## config.mk

```make
export PLATFORM = sky130hd
export DESIGN_NAME = epe_exception_unit
export DESIGN_NICKNAME = d
export VERILOG_FILES = /design/src/epe_pkg.sv /design/src/epe_exception_unit.sv
export SDC_FILE = /design/constraint.sdc
export NUM_CORES = 2
export LEC_CHECK = 0
export BUFFER_PORTS_ARGS = -buffer_cell sky130_fd_sc_hd__buf_2
export CELL_PAD_IN_SITES_DETAIL_PLACEMENT = 1
export CELL_PAD_IN_SITES_GLOBAL_PLACEMENT = 2
export CORE_ASPECT_RATIO = 0.9
export CORE_MARGIN = 8
export CORE_UTILIZATION = 36
export CTS_CLUSTER_SIZE = 16
export DETAILED_ROUTE_END_ITERATION = 7
export PLACE_DENSITY_LB_ADDON = 0.1
export REMOVE_ABC_BUFFERS = 1
export SKIP_CTS_REPAIR_TIMING = 1
export SYNTH_ARGS = -nofsm -noshare
export SYNTH_HDL_FRONTEND = slang
export SYNTH_SLANG_ARGS = --single-unit
```

## constraint.sdc

```tcl
create_clock -name CLK_I -period 145.2 [get_ports CLK_I]
set_input_delay 14.52 -clock CLK_I [delete_from_list [all_inputs] [get_ports CLK_I]]
set_output_delay 14.52 -clock CLK_I [all_outputs]
set_load 0.02 [all_outputs]
```

## src/epe_pkg.sv

```systemverilog
package epe_pkg;

  localparam int NVEC = 48;
  localparam int NIRQ = 32;
  localparam int IRQ_BASE = 16;

  localparam logic [5:0] VEC_SP = 6'h00;
  localparam logic [5:0] VEC_RESET = 6'h01;
  localparam logic [5:0] VEC_NMI = 6'h02;
  localparam logic [5:0] VEC_HARD = 6'h03;
  localparam logic [5:0] VEC_MEM = 6'h04;
  localparam logic [5:0] VEC_BUS = 6'h05;
  localparam logic [5:0] VEC_USAGE = 6'h06;
  localparam logic [5:0] VEC_SVC = 6'h0B;
  localparam logic [5:0] VEC_DBGMON = 6'h0C;
  localparam logic [5:0] VEC_PENDABLE_SERVICE_EXCEPTION = 6'h0E;
  localparam logic [5:0] VEC_TICK = 6'h0F;

  localparam logic [31:0] VT_BASE = 32'h0000_0000;
  localparam logic [31:0] VT_SP_OFF = 32'h0000_0000;
  localparam logic [31:0] VT_RESET_OFF = 32'h0000_0004;
  localparam logic [31:0] VT_NMI_OFF = 32'h0000_0008;

  // Vectors whose priority software may program.
  localparam logic [NVEC-1:0] PROG_MASK = 48'hFFFF_FFFF_D870;
  // Vectors that are always enabled; interrupts and three faults have their own enables.
  localparam logic [NVEC-1:0] FIXED_EN = 48'h0000_0000_D80C;

  localparam logic [3:0] STACK_WORDS = 4'h8;
  localparam logic [2:0] PRIO_RST = 3'h0;
  localparam logic [31:0] EN_RST = 32'h0000_0000;

  localparam logic [3:0] RANK_RESET = 4'h0;
  localparam logic [3:0] RANK_NMI = 4'h1;
  localparam logic [3:0] RANK_HARD = 4'h2;
  localparam logic [3:0] RANK_PROG = 4'h3;
  localparam logic [3:0] RANK_THREAD = 4'hF;

  typedef enum logic [2:0] {
    S_RST_SP = 3'b000,
    S_RST_PC = 3'b001,
    S_RUN = 3'b011,
    S_STACK = 3'b010,
    S_ENTER = 3'b110,
    S_UNSTACK = 3'b111,
    S_TAIL = 3'b101
  } epe_state_e;

  typedef struct packed {
    epe_state_e st;
    logic [NVEC-1:0] pend;
    logic [NVEC-1:0] act;
    logic [NIRQ-1:0] en;
    logic [NVEC-1:0][2:0] prio;
    logic [5:0] vec;
    logic [3:0] cnt;
    logic vdone;
    logic [31:0] val;
    logic sp_ld;
    logic pc_ld;
    logic hmode;
  } epe_regs_s;

endpackage : epe_pkg

```

## src/epe_exception_unit.sv

```systemverilog
`timescale 1ns/1ps

// Notes on behaviour
// - Entry pushes eight state words; return pops them back.
// - Vector fetch runs alongside the stacking pushes.
// - A pending exception at return chains in without unstack or restack.
// - Eight levels for seven system handlers and 32 interrupts.
// - Priority splits into preemption and subpriority bits.
// - Level 0 ranks after reset, NMI and hard fault; all reset to 0.
// - Four states per exception; requests set pending.
// - A preempted handler stays active beside the preempting one.
// - Reset halts; release resumes privileged thread at reset vector.
// - NMI from pin or software, always enabled, rank -2.
// - Hard fault at -1 for entry errors and unmanageable faults.
// - Memory fault on violation or miss; execute-never always aborts.
// - Bus fault enableable; precise synchronous, imprecise pended.
// - Usage fault causes, plus optional unaligned and divide traps.
// - Supervisor call instruction raises vector 11.
// - Debug monitor only enabled, not halting, and more urgent.
// - Pendable service pends only by software write.
// - Tick pends at timer zero with enable, or by software.
// - Asynchronous entry waits for the next instruction boundary.
// - Reset reads stack pointer at 0x0 and reset handler at 0x4.
// - Configurable exceptions can be disabled by software.
module epe_exception_unit (
  input wire logic CLK_I,
  input wire logic RST_N_I,
  input wire logic [31:0] IRQ_I,
  input wire logic [31:0] IRQ_SW_SET_I,
  input wire logic [31:0] IRQ_EN_SET_I,
  input wire logic [31:0] IRQ_EN_CLR_I,
  input wire logic [2:0] SYS_FAULT_EN_I,
  input wire logic PRI_WE_I,
  input wire logic [5:0] PRI_VEC_I,
  input wire logic [2:0] PRI_VAL_I,
  input wire logic [1:0] PRI_SUBBITS_I,
  input wire logic NMI_I,
  input wire logic NMI_SW_SET_I,
  input wire logic PENDABLE_SERVICE_EXCEPTION_SET_I,
  input wire logic PENDABLE_SERVICE_EXCEPTION_CLR_I,
  input wire logic TICK_SW_SET_I,
  input wire logic TICK_ZERO_I,
  input wire logic TICK_INT_EN_I,
  input wire logic PROT_EN_I,
  input wire logic MEM_VIOL_I,
  input wire logic MEM_MISS_I,
  input wire logic XN_FETCH_I,
  input wire logic BUS_PRECISE_I,
  input wire logic BUS_IMPRECISE_I,
  input wire logic UNDEF_I,
  input wire logic UNALIGN_ILL_I,
  input wire logic INV_STATE_I,
  input wire logic BAD_RETURN_I,
  input wire logic UNALIGN_WH_I,
  input wire logic TRAP_UNALIGN_I,
  input wire logic DIV0_I,
  input wire logic TRAP_DIV0_I,
  input wire logic SVC_EXEC_I,
  input wire logic DBG_MON_REQ_I,
  input wire logic DBG_MON_EN_I,
  input wire logic DBG_HALT_I,
  input wire logic BOUNDARY_I,
  input wire logic EXC_RETURN_I,
  input wire logic STACK_ERR_I,
  input wire logic STACK_ACK_I,
  input wire logic VEC_ACK_I,
  input wire logic [31:0] VEC_DATA_I,
  output logic PUSH_REQ_O,
  output logic POP_REQ_O,
  output logic [2:0] STACK_IDX_O,
  output logic VEC_REQ_O,
  output logic [31:0] VEC_ADDR_O,
  output logic SP_LOAD_O,
  output logic PC_LOAD_O,
  output logic [31:0] LOAD_VAL_O,
  output logic CORE_RUN_O,
  output logic HANDLER_MODE_O,
  output logic PRIV_O,
  output logic [5:0] ACT_VEC_O,
  output logic [47:0] PEND_O,
  output logic [47:0] ACTIVE_O
);

  epe_pkg::epe_regs_s q;
  epe_pkg::epe_regs_s d;
  logic [3:0] rk_full [epe_pkg::NVEC];
  logic [3:0] rk_pre [epe_pkg::NVEC];
  logic [epe_pkg::NVEC-1:0] en_all;
  logic [epe_pkg::NVEC-1:0] set_v;
  logic [epe_pkg::NVEC-1:0] clr_v;
  logic [3:0] exec_rank;
  logic [3:0] ret_rank;
  logic [5:0] cur_vec;
  logic [5:0] best_vec;
  logic [3:0] best_rank;
  logic best_ok;
  logic mm_f;
  logic us_f;

  // Fixed exceptions ignore the stored level; the group mask drops subpriority bits.
  function automatic logic [3:0] rank_of(input logic [5:0] v, input logic [2:0] p,
                                         input logic [1:0] sub, input logic pre);
    logic [2:0] m;
    m = pre ? (p & (3'h7 << sub)) : p;
    case (v)
      epe_pkg::VEC_RESET: rank_of = epe_pkg::RANK_RESET;
      epe_pkg::VEC_NMI: rank_of = epe_pkg::RANK_NMI;
      epe_pkg::VEC_HARD: rank_of = epe_pkg::RANK_HARD;
      default: rank_of = epe_pkg::RANK_PROG + {1'b0, m};
    endcase
  endfunction : rank_of

  for (genvar gi = 0; gi < epe_pkg::NVEC; gi++) begin : g_rank
    assign rk_full[gi] = rank_of(6'(gi), q.prio[gi], PRI_SUBBITS_I, 1'b0);
    assign rk_pre[gi] = rank_of(6'(gi), q.prio[gi], PRI_SUBBITS_I, 1'b1);
  end

  // Only three system faults carry an enable here; the rest are always on.
  assign en_all = {q.en, 9'h000, epe_pkg::FIXED_EN[6:0]}
                  | {41'h0, SYS_FAULT_EN_I, 4'h0}
                  | epe_pkg::FIXED_EN;

  always_comb begin
    exec_rank = epe_pkg::RANK_THREAD;
    cur_vec = epe_pkg::VEC_SP;
    for (int i = 0; i < epe_pkg::NVEC; i++) begin
      if (q.act[i] && rk_pre[i] < exec_rank) begin
        exec_rank = rk_pre[i];
        cur_vec = 6'(i);
      end
    end
    ret_rank = epe_pkg::RANK_THREAD;
    for (int i = 0; i < epe_pkg::NVEC; i++) begin
      if (q.act[i] && 6'(i) != cur_vec && rk_pre[i] < ret_rank) begin
        ret_rank = rk_pre[i];
      end
    end
    best_rank = epe_pkg::RANK_THREAD;
    best_vec = epe_pkg::VEC_SP;
    best_ok = 1'b0;
    for (int i = 0; i < epe_pkg::NVEC; i++) begin
      if (q.pend[i] && en_all[i] && (!best_ok || rk_full[i] < best_rank)) begin
        best_rank = rk_full[i];
        best_vec = 6'(i);
        best_ok = 1'b1;
      end
    end
  end

  always_comb begin
    d = q;
    d.sp_ld = 1'b0;
    d.pc_ld = 1'b0;
    set_v = '0;
    clr_v = '0;
    mm_f = XN_FETCH_I | (PROT_EN_I & (MEM_VIOL_I | MEM_MISS_I));
    us_f = UNDEF_I | UNALIGN_ILL_I | INV_STATE_I | BAD_RETURN_I
           | (TRAP_UNALIGN_I & UNALIGN_WH_I) | (TRAP_DIV0_I & DIV0_I);
    set_v[epe_pkg::NVEC-1:epe_pkg::IRQ_BASE] = IRQ_I | IRQ_SW_SET_I;
    set_v[epe_pkg::VEC_NMI] = NMI_I | NMI_SW_SET_I;
    set_v[epe_pkg::VEC_PENDABLE_SERVICE_EXCEPTION] = PENDABLE_SERVICE_EXCEPTION_SET_I;
    set_v[epe_pkg::VEC_TICK] = (TICK_ZERO_I & TICK_INT_EN_I) | TICK_SW_SET_I;
    set_v[epe_pkg::VEC_SVC] = SVC_EXEC_I;
    set_v[epe_pkg::VEC_BUS] = BUS_IMPRECISE_I;
    // A synchronous fault cannot wait, so one that is disabled or not urgent enough escalates.
    if (mm_f) begin
      if (SYS_FAULT_EN_I[0] && rk_pre[epe_pkg::VEC_MEM] < exec_rank) begin
        set_v[epe_pkg::VEC_MEM] = 1'b1;
      end else begin
        set_v[epe_pkg::VEC_HARD] = 1'b1;
      end
    end
    if (BUS_PRECISE_I) begin
      if (SYS_FAULT_EN_I[1] && rk_pre[epe_pkg::VEC_BUS] < exec_rank) begin
        set_v[epe_pkg::VEC_BUS] = 1'b1;
      end else begin
        set_v[epe_pkg::VEC_HARD] = 1'b1;
      end
    end
    if (us_f) begin
      if (SYS_FAULT_EN_I[2] && rk_pre[epe_pkg::VEC_USAGE] < exec_rank) begin
        set_v[epe_pkg::VEC_USAGE] = 1'b1;
      end else begin
        set_v[epe_pkg::VEC_HARD] = 1'b1;
      end
    end
    if (STACK_ERR_I && (q.st == epe_pkg::S_STACK || q.st == epe_pkg::S_UNSTACK)) begin
      set_v[epe_pkg::VEC_HARD] = 1'b1;
    end
    // A monitor request that could not activate is dropped, not held.
    if (DBG_MON_REQ_I && DBG_MON_EN_I && !DBG_HALT_I
        && rk_pre[epe_pkg::VEC_DBGMON] < exec_rank) begin
      set_v[epe_pkg::VEC_DBGMON] = 1'b1;
    end
    clr_v[epe_pkg::VEC_PENDABLE_SERVICE_EXCEPTION] = PENDABLE_SERVICE_EXCEPTION_CLR_I;
    d.en = (q.en & ~IRQ_EN_CLR_I) | IRQ_EN_SET_I;
    if (PRI_WE_I && PRI_VEC_I < 6'(epe_pkg::NVEC) && epe_pkg::PROG_MASK[PRI_VEC_I]) begin
      d.prio[PRI_VEC_I] = PRI_VAL_I;
    end
    case (q.st)
      epe_pkg::S_RST_SP: begin
        if (VEC_ACK_I) begin
          d.val = VEC_DATA_I;
          d.sp_ld = 1'b1;
          d.st = epe_pkg::S_RST_PC;
        end
      end
      epe_pkg::S_RST_PC: begin
        if (VEC_ACK_I) begin
          d.val = VEC_DATA_I;
          d.pc_ld = 1'b1;
          d.hmode = 1'b0;
          d.st = epe_pkg::S_RUN;
        end
      end
      epe_pkg::S_RUN: begin
        if (q.hmode && EXC_RETURN_I) begin
          d.act[cur_vec] = 1'b0;
          d.cnt = 4'h0;
          d.vdone = 1'b0;
          if (best_ok && rk_pre[best_vec] < ret_rank) begin
            d.vec = best_vec;
            d.st = epe_pkg::S_TAIL;
          end else begin
            d.st = epe_pkg::S_UNSTACK;
          end
        end else if (BOUNDARY_I && best_ok && rk_pre[best_vec] < exec_rank) begin
          d.vec = best_vec;
          d.cnt = 4'h0;
          d.vdone = 1'b0;
          d.st = epe_pkg::S_STACK;
        end
      end
      epe_pkg::S_STACK: begin
        if (STACK_ACK_I && q.cnt != epe_pkg::STACK_WORDS) begin
          d.cnt = q.cnt + 4'h1;
        end
        if (VEC_ACK_I && !q.vdone) begin
          d.val = VEC_DATA_I;
          d.vdone = 1'b1;
        end
        if (q.cnt == epe_pkg::STACK_WORDS && q.vdone) begin
          d.st = epe_pkg::S_ENTER;
        end
      end
      epe_pkg::S_TAIL: begin
        if (VEC_ACK_I) begin
          d.val = VEC_DATA_I;
          d.st = epe_pkg::S_ENTER;
        end
      end
      epe_pkg::S_ENTER: begin
        d.act[q.vec] = 1'b1;
        clr_v[q.vec] = 1'b1;
        d.pc_ld = 1'b1;
        d.hmode = 1'b1;
        d.st = epe_pkg::S_RUN;
      end
      epe_pkg::S_UNSTACK: begin
        if (STACK_ACK_I) begin
          d.cnt = q.cnt + 4'h1;
          if (q.cnt == epe_pkg::STACK_WORDS - 4'h1) begin
            d.hmode = |q.act;
            d.st = epe_pkg::S_RUN;
          end
        end
      end
      default: d.st = epe_pkg::S_RST_SP;
    endcase
    // A request in the same cycle as its clear survives.
    d.pend = (q.pend & ~clr_v) | set_v;
  end

  // The all-zero image is the reset state: first state, no pending, levels at zero.
  always_ff @(posedge CLK_I or negedge RST_N_I) begin
    if (!RST_N_I) begin
      q <= '0;
    end else begin
      q <= d;
    end
  end

  assign PUSH_REQ_O = (q.st == epe_pkg::S_STACK) && (q.cnt != epe_pkg::STACK_WORDS);
  assign POP_REQ_O = (q.st == epe_pkg::S_UNSTACK);
  assign STACK_IDX_O = q.cnt[2:0];
  assign VEC_REQ_O = (q.st == epe_pkg::S_RST_SP) || (q.st == epe_pkg::S_RST_PC)
                     || (q.st == epe_pkg::S_TAIL) || (q.st == epe_pkg::S_STACK && !q.vdone);
  always_comb begin
    case (q.st)
      epe_pkg::S_RST_SP: VEC_ADDR_O = epe_pkg::VT_BASE + epe_pkg::VT_SP_OFF;
      epe_pkg::S_RST_PC: VEC_ADDR_O = epe_pkg::VT_BASE + epe_pkg::VT_RESET_OFF;
      default: VEC_ADDR_O = epe_pkg::VT_BASE + {24'h0, q.vec, 2'b00};
    endcase
  end
  assign SP_LOAD_O = q.sp_ld;
  assign PC_LOAD_O = q.pc_ld;
  assign LOAD_VAL_O = q.val;
  // The core is held off while reset fetches or stacking are under way.
  assign CORE_RUN_O = (q.st == epe_pkg::S_RUN);
  assign HANDLER_MODE_O = q.hmode;
  // Thread mode after reset is always privileged; dropping privilege belongs to the core.
  assign PRIV_O = 1'b1;
  assign ACT_VEC_O = cur_vec;
  assign PEND_O = q.pend;
  assign ACTIVE_O = q.act;
endmodule : epe_exception_unit

```

==> out/metrics.cfg <==
[setup_path]
r2r_slack_ns = 22.48
worst_path_largest_cell_delay_ns = 0.66
r2r-start = ACTIVE_O[1]
cp-start-kind = input port
arrival_ns = 136.98
worst-r2r-cell-count = 556
endpoint_kind = flip-flop
critical-path-slowest-cell = or4b_1
cp_common_cell = ha_1
timing.rr.end = q[44]
critPathRequiredTime_ns = 145.73
critical_path.max_fanout = 28
timing.setup.critical_path_class = input port to flip-flop

[synthesis]
synth_area_leaders = dfrtp_1 (18%), ha_1 (9.4%), nand2_1 (6.5%), a21oi_1 (4.8%), mux2_2 (4.7%)
ys.warnings.count = 0
ys_async_sr_fraction_pct = 100
post_synth_inst_count = 5780
synth.lib_cells_used.distinct = 139
synth_top_cell_by_area = dfrtp_1
synthesis.area_um2 = 42700
synth.yosys.seq_area_share_pct = 18.3
synthesis.area_per_instance_um2 = 7.38
synth_flop_cell = dfrtp_1
yosys.area.top_type_share_pct = 18.3
ys_seq_elements = 312
synth_enable_flop_cells = 0

[die]
core_region_area_um2 = 118000
row_count = 120
die_height_um = 343
top_level_ports = 384
dieWidth_um = 379
initial_core_util_pct = 36.1
die_area_um2 = 130000

[global_route]
antenna_violations_before_repair = 12
overflow = 0
track_usage_pct = 29.6
via_count_of_the_first_global_routing_pass = 46091
first_pass_grt_wire_length_um = 298000
pin_count_of_the_biggest_net_entering_global_routing = 86

[sta]
skew_ns = 0.0497
worst-slew-pin-transition_ns = 1.43
setup_viol_count_final = 0
hold_viol_final = 0
slew_headroom_pct = 3.90
timing.setup.tns_ns = 0
post-route-min-period_ns = 136.45
number_of_max_slew_violations_in_the_final_report = 0
maxClockFrequency_ghz = 0.00733
finalCritPeriodShare_pct = 94.0

[cts]
clk_root_buf = clkbuf_16
clk_pin_slew_ns = 0.06
h-tree-depth = 2
cts-buffers-inserted = 45
insertion_delay_to_the_later_sink_of_the_worst_skew_pair_ns = 0.66
cts_tree = built
cts_num_sinks = 312
max-clock-path-buffers = 3

[drt]
drt_pre_antenna_iters = 6
drt_wl_total_um = 201000
violation_count_after_the_first_detailed_route_iteration = 3955
vias_per_cell = 6.10
drc_errors = 0
num_vias = 46352
ant_nets = 0
route.detailed.wl_per_inst_um = 26.4

[cells_and_area]
drive_gt1_share_pct = 15.7
syn2layout_area_growth_pct = 11.5
layoutNonFillerInstCount = 7597
final_net_count = 6493
most-common-layout-cells = nand2_1 (741), nor2_1 (421), inv_1 (401), a21oi_1 (401), o21ai_0 (377)
num-fill-cells = 14898
layout.cell_area.non_filler_um2 = 47600
most_frequent_standard_cell_in_the_layout_excluding_fill_and_tap_cells = nand2_1

[job]
max_cap_viol_count = 0

[min_path]
holdPathEnd = q[73]
timing.hold.worst.start = q[73]
min_path_type = flip-flop to flip-flop
timing.hold.worst_path_depth = 0

[placement]
cell_count_after_placement = 7494
dp_hpwl_um = 159000
gp_congestion = 0.950
io_buffers = 356
post_dp_cell_area_um2 = 45400

[outcome]
result_of_the_run = completed

## worst max-delay path by stage
stage               slack (ns)  depth (start not counted)              from    end
CTS                       3.18                        550  PRI_SUBBITS_I[1]  q[41]
floorplan                22.16                        546  PRI_SUBBITS_I[1]  q[43]
finish                    8.75                        561  PRI_SUBBITS_I[1]  q[44]
global route             -0.28                        566  PRI_SUBBITS_I[1]  q[41]
global placement          6.40                        551  PRI_SUBBITS_I[1]  q[45]
detailed placement        3.03                        550  PRI_SUBBITS_I[1]  q[44]
## cell usage after synthesis (28+ instances only)
cell	count
nand2_1	744
nor3_1	118
maj3_1	49
ha_1	319
or3_1	39
o21ai_0	391
inv_1	401
o21bai_1	28
o31ai_1	43
a31oi_1	119
nand2b_1	100
nand3_1	126
or2_2	28
xnor2_1	90
clkbuf_1	141
mux2i_1	45
nand4_1	29
mux2_2	178
nand3b_1	35
nor4_1	34
o31a_1	37
o211ai_1	67
and3_1	34
a21o_1	117
a21oi_1	409
a211oi_1	92
o22ai_1	49
a211o_1	62
xor2_1	52
nor2b_1	66
nor2_1	436
o21a_1	111
buf_4	160
o21ai_1	55
and2_1	67
dfrtp_1	312
## final cells by class
type / count / area (µm²) / area share [%]
Multi-Input combinational cell: 4746 / 32000 / 67.3
Sequential cell: 312 / 7810 / 16.4
Timing Repair Buffer: 450 / 2520 / 5.30
Inverter: 412 / 1550 / 3.25
Clock inverter: 23 / 409 / 0.860
Antenna cell: 9 / 22.5 / 0.0473
Tap cell: 1586 / 1980 / 4.17
Clock buffer: 59 / 1280 / 2.69
## metal layers
metal	wire (µm)	up-vias	part of all wire (%)	track usage, %
met5	7	-	0.0035	0
met2	85300	1549	42	45.2
met3	14100	306	7.0	4.90
li1	-	21534	-	-
met4	8540	2	4.3	10.9
met1	92800	22961	46	41.7
## registers in the layout, summed over array words and instances (netlist names)
name,count
PC_LOAD_O,1
STACK_IDX_O,3
LOAD_VAL_O,32
ACTIVE_O,48
PEND_O,48
q,178
HANDLER_MODE_O,1
SP_LOAD_O,1
## cell families after synthesis
group | synth area share [%]
buffers and inverters | 8.02
multiplexers | 6.27
other | 0.0176
XOR/XNOR | 2.91
AO/OA/AOI/OAI | 32.4
adder cells (fa/ha/maj) | 10.5
flip-flops | 18.3
AND/OR/NAND/NOR | 21.6
## critical path, delay by kind of cell
kind	cells	cell delay [ns]
AND/OR/NAND/NOR	165	26.80
buffers and inverters	18	1.73
adder cells (fa/ha/maj)	85	24.14
XOR/XNOR	1	0.23
multiplexers	46	15.16
AO/OA/AOI/OAI	246	54.22
## through the flow
| stage | setup WS, ns | hold WS (ns) | utilization, % |
|---|---|---|---|
| final | 8.75 | 0.369 | 40.2 |
| after global routing | -0.277 | 0.383 | 40.2 |
| after CTS | 3.18 | 0.370 | 39.8 |
| after detailed placement | 3.03 | 0.360 | 38.4 |
| after global placement | 6.40 | 0.357 | 38.4 |
| after floorplan | 22.16 | 0.346 | - |
Power is not shown: default switching activity piles up to over one toggle a cycle in this logic, so the estimate is an artifact.
